### config.mk
export PLATFORM = sky130hd
export DESIGN_NAME = fpp_programmer
export DESIGN_NICKNAME = d
export VERILOG_FILES = /design/src/inc/fpp_pkg.sv /design/src/inc/fpp_tick_if.sv /design/src/hdl/fpp_programmer.sv /design/src/hdl/fpp_tick_gen.sv /design/src/hdl/fpp_debounce.sv
export VERILOG_INCLUDE_DIRS = /design/src /design/src/inc
export SDC_FILE = /design/constraint.sdc
export NUM_CORES = 1
export LEC_CHECK = 0
export BUFFER_PORTS_ARGS = -buffer_cell sky130_fd_sc_hd__buf_4
export CORE_AREA = 2 2 111 70
export DETAILED_ROUTE_END_ITERATION = 10
export DIE_AREA = 0 0 113 72
export PLACE_DENSITY = 0.82
export REMOVE_ABC_BUFFERS = 1
export SYNTH_ARGS = -nofsm -noshare
export SYNTH_HDL_FRONTEND = slang
export SYNTH_SLANG_ARGS = --single-unit
### constraint.sdc
create_clock -name core_clk_i -period 3.5 [get_ports core_clk_i]
set_input_delay 0.35 -clock core_clk_i [delete_from_list [all_inputs] [get_ports core_clk_i]]
set_output_delay 0.35 -clock core_clk_i [all_outputs]
set_load 0.01 [all_outputs]
### src/inc/fpp_map.svh
// Constants for the fuse PROM bit programmer: timing, presets and widths
`ifndef FPP_MAP_SVH
`define FPP_MAP_SVH

`define FPP_CLK_HZ          100000000
`define FPP_TICK_HZ         10000
`define FPP_TICK_CYC        (`FPP_CLK_HZ / `FPP_TICK_HZ)
`define FPP_DEB_CYC         1000
`define FPP_PULSE_PRESET    4'h5
`define FPP_PULSE_ON_STATE  4'h0
`define FPP_ADV_FROM        4'h3
`define FPP_ADV_TO          4'h4
`define FPP_BIT_PRESET      4'h8
`define FPP_BITS            8
`define FPP_ADDR_W          10
`define FPP_PULSES_PER_BIT  3'h4

`endif

### src/inc/fpp_pkg.sv
// Types for the fuse PROM bit programmer
package fpp_pkg;
    typedef enum logic [1:0] {
        FPP_IDLE,
        FPP_RUN,
        FPP_DONE
    } fpp_state_t;
endpackage

### src/inc/fpp_tick_if.sv
// Interface carrying the time base and debounced switch between modules
`timescale 1ns/100ps
interface fpp_tick_if;
    logic tick;
    logic press;
    modport src (output tick, output press);
    modport dst (input tick, input press);
endinterface

### src/hdl/fpp_programmer.sv
// Fuse PROM bit programmer: sequences address, selects, pulses and verify
`timescale 1ns/100ps
`include "fpp_map.svh"
//////////////////////////////////////////////////////////////////////////////
//////////////////////////////////////////////////////////////////////////////
module fpp_programmer #(
    parameter int TICK_CYC = `FPP_TICK_CYC
) (
    input  wire logic                    core_clk_i,
    input  wire logic                    rst_i,
    input  wire logic                    prog_sw_i,
    input  wire logic [`FPP_ADDR_W-1:0]  addr_sw_i,
    input  wire logic [`FPP_BITS-1:0]    bit_sw_i,
    input  wire logic [`FPP_BITS-1:0]    prom_out_i,
    output logic                         vcc_on_o,
    output logic                         vcc_low_o,
    output logic [`FPP_ADDR_W-1:0]       prom_addr_o,
    output logic                         cs_n_o,
    output logic                         cs_o,
    output logic [`FPP_BITS-1:0]         programming_pulse_voltage_o,
    output logic [`FPP_BITS-1:0]         led_o,
    output logic [`FPP_BITS-1:0]         fail_o,
    output logic                         busy_o
);
    //////////////////////////////////////////////////////////////////////////
    // Time base and switch conditioning
    fpp_tick_if tk ();
    fpp_tick_gen #(
        .TICK_CYC (TICK_CYC)
    ) u_tick (
        .core_clk_i (core_clk_i),
        .rst_i      (rst_i),
        .tk         (tk.src)
    );
    fpp_tick_if sw ();
    fpp_debounce u_deb (
        .core_clk_i (core_clk_i),
        .rst_i      (rst_i),
        .sw_i       (prog_sw_i),
        .tk         (sw.src)
    );

    //////////////////////////////////////////////////////////////////////////
    // Synchronise PROM outputs before any logic reads them
    logic [`FPP_BITS-1:0] po1_q;
    logic [`FPP_BITS-1:0] po2_q;
    always_ff @(posedge core_clk_i) begin
        if (rst_i) begin
            po1_q <= '1;
            po2_q <= '1;
        end else begin
            po1_q <= prom_out_i;
            po2_q <= po1_q;
        end
    end

    //////////////////////////////////////////////////////////////////////////
    // State and counters
    fpp_pkg::fpp_state_t  st_q;
    fpp_pkg::fpp_state_t  st_d;
    logic [3:0]           pc_q;
    logic [3:0]           pc_d;
    logic [3:0]           bc_q;
    logic [3:0]           bc_d;
    logic [2:0]           np_q;
    logic [2:0]           np_d;
    logic [`FPP_ADDR_W-1:0] addr_q;
    logic [`FPP_BITS-1:0] fail_q;
    logic [`FPP_BITS-1:0] fail_d;

    wire         running  = (st_q == fpp_pkg::FPP_RUN);
    wire         start    = sw.press && (st_q == fpp_pkg::FPP_IDLE);
    wire         step     = running && tk.tick;
    // Pulse counter runs 5,1,2,3,4,5..; slot 5 pulses, slot 3 verifies
    wire [3:0]   pc_next  = (pc_q == `FPP_PULSE_PRESET) ? 4'h1 : pc_q + 4'h1;
    wire         adv      = step && (pc_q == `FPP_ADV_FROM)
                                 && (pc_next == `FPP_ADV_TO);
    wire [2:0]   bit_idx  = 3'(`FPP_BIT_PRESET - bc_q);
    wire         last_bit = (bc_q == 4'h1);
    wire         last_pls = (np_q == `FPP_PULSES_PER_BIT - 3'h1);
    wire         pulse_ph = running && (pc_q == `FPP_PULSE_PRESET);
    // The verify slot sits in the non-pulse phase, after the pulse is gone
    wire         verify   = running && (pc_q == `FPP_ADV_FROM) && !pulse_ph;
    wire [`FPP_BITS-1:0] dec = `FPP_BITS'(1) << bit_idx;
    wire         want     = |(dec & bit_sw_i);
    wire         bit_ok   = !po2_q[bit_idx];
    wire         bit_end  = last_pls || bit_ok || !want;

    // Pulse counter runs only while running; one slot of five is the pulse
    assign pc_d = start ? `FPP_PULSE_PRESET : (step ? pc_next : pc_q);

    // Bit counter and per-bit pulse count
    always_comb begin
        bc_d   = bc_q;
        np_d   = np_q;
        st_d   = st_q;
        fail_d = fail_q;
        if (start) begin
            bc_d   = `FPP_BIT_PRESET;
            np_d   = 3'h0;
            fail_d = '0;
            st_d   = fpp_pkg::FPP_RUN;
        end else if (adv) begin
            if (bit_end) begin
                if (want && !bit_ok) begin
                    fail_d[bit_idx] = 1'b1;
                end
                np_d = 3'h0;
                if (last_bit) begin
                    bc_d = `FPP_BIT_PRESET;
                    st_d = fpp_pkg::FPP_DONE;
                end else begin
                    bc_d = bc_q - 4'h1;
                end
            end else begin
                np_d = np_q + 3'h1;
            end
        end else if (st_q == fpp_pkg::FPP_DONE) begin
            st_d = fpp_pkg::FPP_IDLE;
        end
    end

    always_ff @(posedge core_clk_i) begin
        if (rst_i) begin
            st_q   <= fpp_pkg::FPP_IDLE;
            pc_q   <= `FPP_PULSE_PRESET;
            bc_q   <= `FPP_BIT_PRESET;
            np_q   <= 3'h0;
            fail_q <= '0;
        end else begin
            st_q   <= st_d;
            pc_q   <= pc_d;
            bc_q   <= bc_d;
            np_q   <= np_d;
            fail_q <= fail_d;
        end
    end

    // Address latched at start and held for the whole word
    always_ff @(posedge core_clk_i) begin
        if (rst_i) begin
            addr_q <= '0;
        end else if (!running) begin
            addr_q <= addr_sw_i;
        end
    end

    //////////////////////////////////////////////////////////////////////////
    // Pin drive, all registered
    wire [`FPP_BITS-1:0] pulse_d = (pulse_ph && want && !bit_ok && !adv)
                                   ? dec : '0;
    always_ff @(posedge core_clk_i) begin
        if (rst_i) begin
            vcc_on_o                    <= 1'b0;
            vcc_low_o                   <= 1'b0;
            prom_addr_o                 <= '0;
            cs_n_o                      <= 1'b1;
            cs_o                        <= 1'b0;
            programming_pulse_voltage_o <= '0;
            led_o                       <= '0;
            fail_o                      <= '0;
            busy_o                      <= 1'b0;
        end else begin
            vcc_on_o                    <= 1'b1;
            vcc_low_o                   <= verify;
            prom_addr_o                 <= running ? addr_q : addr_sw_i;
            cs_n_o                      <= running && !verify;
            cs_o                        <= !(running && !verify);
            programming_pulse_voltage_o <= vcc_on_o ? pulse_d : '0;
            led_o                       <= running ? '0 : po2_q;
            fail_o                      <= fail_q;
            busy_o                      <= running;
        end
    end
endmodule // fpp_programmer

### src/hdl/fpp_tick_gen.sv
// 10 kHz time base derived from the core clock
`timescale 1ns/100ps
`include "fpp_map.svh"
module fpp_tick_gen #(
    parameter int TICK_CYC = `FPP_TICK_CYC
) (
    input  wire logic   core_clk_i,
    input  wire logic   rst_i,
    fpp_tick_if.src     tk
);
    logic [13:0] cnt_q;
    logic [13:0] cnt_d;
    logic        tick_q;
    wire         wrap = (cnt_q == 14'(TICK_CYC - 1));

    // Free-running divider, one pulse per period
    assign cnt_d = wrap ? 14'h0000 : cnt_q + 14'h0001;
    always_ff @(posedge core_clk_i) begin
        if (rst_i) begin
            cnt_q  <= 14'h0000;
            tick_q <= 1'b0;
        end else begin
            cnt_q  <= cnt_d;
            tick_q <= wrap;
        end
    end
    assign tk.tick = tick_q;
endmodule // fpp_tick_gen

### src/hdl/fpp_debounce.sv
// Switch synchroniser, debouncer and press edge detector
`timescale 1ns/100ps
`include "fpp_map.svh"
module fpp_debounce (
    input  wire logic   core_clk_i,
    input  wire logic   rst_i,
    input  wire logic   sw_i,
    fpp_tick_if.src     tk
);
    logic        s1_q, s2_q, st_q, press_q;
    logic [9:0]  cnt_q;
    wire         same = (s2_q == st_q);
    wire         done = (cnt_q == 10'(`FPP_DEB_CYC - 1));

    // Two-stage sync, then accept a level stable for the hold time
    always_ff @(posedge core_clk_i) begin
        if (rst_i) begin
            s1_q    <= 1'b0;
            s2_q    <= 1'b0;
            st_q    <= 1'b0;
            cnt_q   <= 10'h000;
            press_q <= 1'b0;
        end else begin
            s1_q    <= sw_i;
            s2_q    <= s1_q;
            press_q <= 1'b0;
            if (same) begin
                cnt_q <= 10'h000;
            end else if (done) begin
                st_q    <= s2_q;
                press_q <= s2_q;
                cnt_q   <= 10'h000;
            end else begin
                cnt_q <= cnt_q + 10'h001;
            end
        end
    end
    assign tk.press = press_q;
endmodule // fpp_debounce

---- After elaboration in Yosys (flattened, before gate mapping) ----
Index checks and enable logic that the tools add are counted.
storage, ports and cells
  register bits after elaboration ......... 105
  input port bits ......................... 29
  output and inout port bits .............. 39
  logic and storage cells ................. 102
cells by class
  add/sub/neg operators ................... 6
  order comparisons ....................... 2
  equality and inequality tests ........... 14
  shift operators ......................... 1
  multiplexer cells ....................... 13
  bitwise operators ....................... 6
  reductions and logical operators ........ 36
operator list
  cell                   number
  $add 14x1->14 const B  1
  $eq 14x14->1 const B   1
  $logic_and 1x1->1      13
  $add 10x1->10 const B  1
  $eq 10x10->1 const B   1
  $reduce_and 3->1       3
  $reduce_or 3->1        3
  $and 8x8->8            1
  $eq 4x3->1 const B     2
  $mux 2                 4
  $mux 4                 2
  $or 8x8->8             1
  $reduce_or 8->1        1
  $shl 1x3->8 const A    1
  $logic_not 1->1        6
  $ne 3x2->1 const B     2
  $reduce_or 2->1        3
  $add 4x1->4 const B    1
  $eq 4x1->1 const B     1
  $eq 4x2->1 const B     1
  $lt 3x4->1 const B     1
  $mux 1                 4
  $ne 2x1->1 const B     2
  $not 1->1              4
  other kinds (16)       18

---- Depth between registers and ports, before layout ----
  word-level depth ........................ 9
  mapped depth ............................ 9
  gate-level depth less buffers ........... 7

---- Hierarchy ----
Synthesis repeated with hierarchy kept, for this count alone.
second synthesis, totals
  cells, all modules ...................... 387
  area total of the unflattened synthesis .. 3930.0 um^2
by module, submodules not included
  module          times used  cells each  area each (um^2)  seq. area each (um^2)
  fpp_programmer  1           251         2653.8            1521.5
  fpp_tick_gen    1           72          640.6             300.3
  fpp_debounce    1           64          635.6             280.3

---- Worst setup path after synthesis ----
OpenSTA, ideal clock, no wires.
  kind .................................... register to register
  start ................................... register bc_q[0]
  end ..................................... register np_q[2]
  setup time .............................. 70 ps
  arrival time ............................ 2695 ps
  data required time ...................... 3430 ps
  path slack .............................. 735 ps
  stages on the path, launching flop included .. 9
  path buffers ............................ 1
  clock period less this slack ............ 2765 ps
  cell sequence ........................... dfxtp_1 buf_2 inv_1 ha_1 xor2_4 mux4_2 or4_4 or3_1 a21oi_1
on the way
  longest elaborated chain between the ends .. 7
  elaborated cells on any way between the ends .. 11
  classes of those cells .................. add/sub: 1; shift: 1; mux: 3; bitwise: 1; reduce/logical: 5
RTL lines
  item                                                                RTL line                                    RTL
  from (decl)                                                         fpp_programmer.sv:63                        logic [3:0] bc_q;
  from (signal assigned)                                              fpp_programmer.sv:127                       bc_q <= `FPP_BIT_PRESET;
  $sub 1x3->3 (no line) (*)                                           n/a
  $bmux 1 s3 / $shl 1x3->8 (equally long branches)                    n/a
  $mux 1 (implied by the code) / $and 8x8->8 (equally long branches)  fpp_programmer.sv:86, fpp_programmer.sv:85
  $logic_not 1->1 / $reduce_or 8->1 (equally long branches)           fpp_programmer.sv:86, fpp_programmer.sv:85
  $logic_or 1x1->1 / $logic_not 1->1 (equally long branches)          fpp_programmer.sv:87                        wire bit_end = last_pls || bit_ok || !want;
  $logic_or 1x1->1 (*)                                                fpp_programmer.sv:87
  $mux 3 (*)                                                          fpp_programmer.sv:104                       if (bit_end) begin
  to (signal assigned)                                                fpp_programmer.sv:134                       np_q <= np_d;
  to (decl)                                                           fpp_programmer.sv:65                        logic [2:0] np_q;
Mark *: on every way between the ends. The rest lies on a longest branch, timed or not. The select of a mux whose other input is x is not followed.
A chain may end at the register's enable or synchronous reset.

---- Worst setup path after layout ----
  start ................................... register bc_q[1]
  end ..................................... register np_q[2]
Same word-level chain as after synthesis.

==> flow_summary.toml <==
[floorplan]
initial_core_util = 0.531
die_height_um = 72
die_area_mm2 = 0.00814
chipWidth_um = 113
row_count = 24
io_pins = 68
core_mm2 = 0.00709

[setup_path]
cpPeakStageDelay_ns = 0.58
cp-start-kind = "flop"
cp-end-kind = "flop"
crit_chain = "inv_1, ha_1, xor2_4, mux4_2, or4_4, or3_1, a21oi_1"
crit_path_top_delay_cell = "mux4_2"
cp.required_ns = 3.77
critical_path_arrival_ns = 3.03
worstSetupPathType = "flop to flop"
crit_fanout = 6

[clock_network]
tritoncts = "done"
clk_pin_slew_ns = 0.07
post_cts_resized = 0
cts_setup_buffers = 0
clock_path_buffers = 2
clock-sinks = 105
cts_buffers = 9
clockRootBuffer = "clkbuf_16"
postCtsHoldBufs = 0
clk_latency_ns = 0.34
htreeDepth = 3

[finish]
diodes = 0
nNetsFinal = 479
drive_above_1_share = 0.245
area_delta_synth_final_pct = 24.2
nFillCells = 548
layout.cells.non_filler = 536

[power_and_ir_drop]
power.density_mw_per_mm2 = 516
peakVddDrop_uv = 326
swShare = 0.200
clkPwrFrac = 0.446
power_frac_seq = 0.511
combPwrFrac = 0.043
p_leak_nw = 1.94
p_switching_mw = 0.482
intPower_mw = 1.93
power_mw = 2.41

[global_routing]
grt_pass1_wl_um = 12200
track_usage = 0.192
grt_max_degree = 36
antenna_found_initial = 0
grt_pass1_vias = 2677
grt.overflow.total = 0

[sta]
holdWs_ns = 0.190
worst_pin_slew_ns = 1.11
timing.final.hold_violations = 0
post-route-period-util = 0.790
fmax_ghz = 0.362
setup_violations = 0
setup_tns_ns = 0
finalMaxSlewViolations = 0
skew_ns = 0.00610
min_period_ns = 2.76
rsz0062_at_grt = "no"
maxSlewHeadroom = 0.257

[place]
dp_hpwl_um = 5260
place_inst = 520
portBuffers = 67
gp_congestion = 0.799

[routing]
wl_um = 7470
first_pass_iters = 7
vias_per_cell = 5.16
drtAntennaViolNets = 0
drc = 11
vias = 2768
drt_iter0_drc = 144
post_drt_wl_per_cell_um = 13.9

[logic_synthesis]
synth-seq-cells = 105
yosys_warnings = 0
synth-edff-count = 0
avgSynthCellArea_um2 = 10.1
ys_seq_area_frac = 0.558
postSynth.asyncResetShare = 0
syn_area_mm2 = 0.00377
yosys_most_used_dff = "dfxtp_1"
syn_inst = 372
yosysUniqueCellTypes = 46

[run]
drv_cap = 0

[worst_hold_path]
hold_class = "input port to flop"

[run_status]
status = "finished, violations left"
violations = "DRC"
==> power groups by stage <==
stage / sequential (mW) / clock, mW / combinational (mW)
floorplan: 1.27 / 0 / 0.0360
global placement: 1.26 / 0 / 0.102
detailed placement: 1.26 / 0 / 0.103
CTS: 1.23 / 1.10 / 0.105
global route: 1.24 / 1.14 / 0.113
finish: 1.23 / 1.08 / 0.103
==> sequential cells by signal (all words and copies together), names as in the netlist, 8 cells and up <==
register and count:
u_tick.cnt_q 14, prom_addr_o 10, u_deb.cnt_q 10, fail_o 8, fail_q 8, led_o 8, po1_q 8, po2_q 8
programming_pulse_voltage_o 8
==> cells in the mapped netlist, drive strengths merged, types with 2 or more instances <==
| master | instances | area share |
|---|---|---|
| and3 | 8 | 0.014 |
| and2 | 19 | 0.032 |
| nor3 | 5 | 0.0066 |
| nand3 | 5 | 0.0066 |
| nand4 | 10 | 0.017 |
| a31oi | 5 | 0.0083 |
| a22oi | 4 | 0.0080 |
| xor2 | 14 | 0.038 |
| nand2b | 2 | 0.0033 |
| nor2b | 11 | 0.018 |
| clkbuf | 10 | 0.010 |
| o211ai | 2 | 0.0040 |
| inv | 8 | 0.0080 |
| dfxtp | 105 | 0.56 |
| nor4 | 3 | 0.0050 |
| a22o | 10 | 0.023 |
| or3 | 3 | 0.0053 |
| a21oi | 11 | 0.015 |
| buf | 3 | 0.0053 |
| nor2 | 48 | 0.048 |
| and4 | 2 | 0.0047 |
| o21ai | 5 | 0.0066 |
| nand2 | 24 | 0.024 |
| mux2i | 5 | 0.013 |
| xnor2 | 10 | 0.023 |
| ha | 10 | 0.033 |
| or2 | 17 | 0.028 |
==> placed cells by master (no fill, tap or decap), types with 2 or more instances in the layout <==
cell type | Yosys | layout
clkbuf_16 | 0 | 9
nand2_1 | 24 | 24
o211ai_1 | 2 | 2
ha_1 | 10 | 10
dfxtp_1 | 105 | 105
o21ai_0 | 3 | 3
a22oi_1 | 4 | 4
nor3_1 | 5 | 5
nand4_1 | 10 | 10
mux2i_1 | 5 | 5
a22o_1 | 10 | 10
and3_1 | 7 | 7
inv_6 | 0 | 2
nor4_1 | 3 | 3
o21ai_1 | 2 | 2
bufinv_16 | 0 | 2
and4_1 | 2 | 2
a31oi_1 | 5 | 5
buf_4 | 0 | 70
nor2_1 | 48 | 48
nand3_1 | 5 | 5
and2_1 | 19 | 19
a21oi_1 | 11 | 11
inv_1 | 8 | 8
or2_2 | 17 | 17
nand2b_1 | 2 | 2
or3_1 | 2 | 2
xor2_1 | 13 | 13
xnor2_1 | 10 | 10
nor2b_1 | 11 | 11
==> metal layers <==
layer	up-vias	wire, µm	part of all wire	GRT usage
met5	-	0	0	0
met4	0	100	0.013	0.0786
met3	10	540	0.072	0.0585
met2	80	3290	0.44	0.309
met1	1285	3530	0.47	0.245
li1	1393	-	-	-
==> metrics by stage <==
step	util	instance area (µm²)	setup WS (ns)
2_1_floorplan	-	3710	0.692
3_3_place_gp	0.614	4350	0.841
3_5_place_dp	0.614	4350	0.750
4_1_cts	0.660	4680	0.711
5_1_grt	0.660	4680	0.513
6_report	0.660	4680	0.737
==> area by class of cell <==
class	instances	area, µm²	area share
inverters	8	30.0	0.00642
clock inverters	5	85.1	0.0182
repair buffers	70	526	0.112
flip-flops and latches	105	2100	0.450
well taps	91	114	0.0244
clock buffers	11	243	0.0519
multi-input cells	246	1580	0.337
==> worst max-delay path: cells and delay by family (launching register included) <==
family                   cells  cell delay (ns)
buffers and inverters        1             0.14
flip-flops                   1             0.36
multiplexers                 1             0.58
adder cells (fa/ha/maj)      1             0.34
AND/OR/NAND/NOR              2             0.88
XOR/XNOR                     1             0.25
AO/OA/AOI/OAI                1             0.14
==> cells by family after synthesis <==
kind of cell / Yosys count / share of synthesized area
compound gates: 44 / 0.0814
xor+xnor: 24 / 0.0608
fa+ha+maj: 10 / 0.0332
buf+inv: 21 / 0.0233
flops: 105 / 0.558
mux: 6 / 0.0193
simple gates: 162 / 0.224
==> final timing paths <==
path | from | endpoint | slack (ns) | depth (start not counted)
min | prom_out_i[1] | po1_q[1]$_SDFF_PP1_ | 0.19 | 2
min reg2reg | po1_q[2]$_SDFF_PP1_ | po2_q[2]$_SDFF_PP1_ | 0.41 | 1
max | bc_q[1]$_SDFFE_PP0P_ | np_q[2]$_SDFFE_PP0N_ | 0.74 | 7
max reg2reg | bc_q[1]$_SDFFE_PP0P_ | np_q[2]$_SDFFE_PP0N_ | 0.74 | 7
Note: power is estimated with default switching activity, not from simulation.
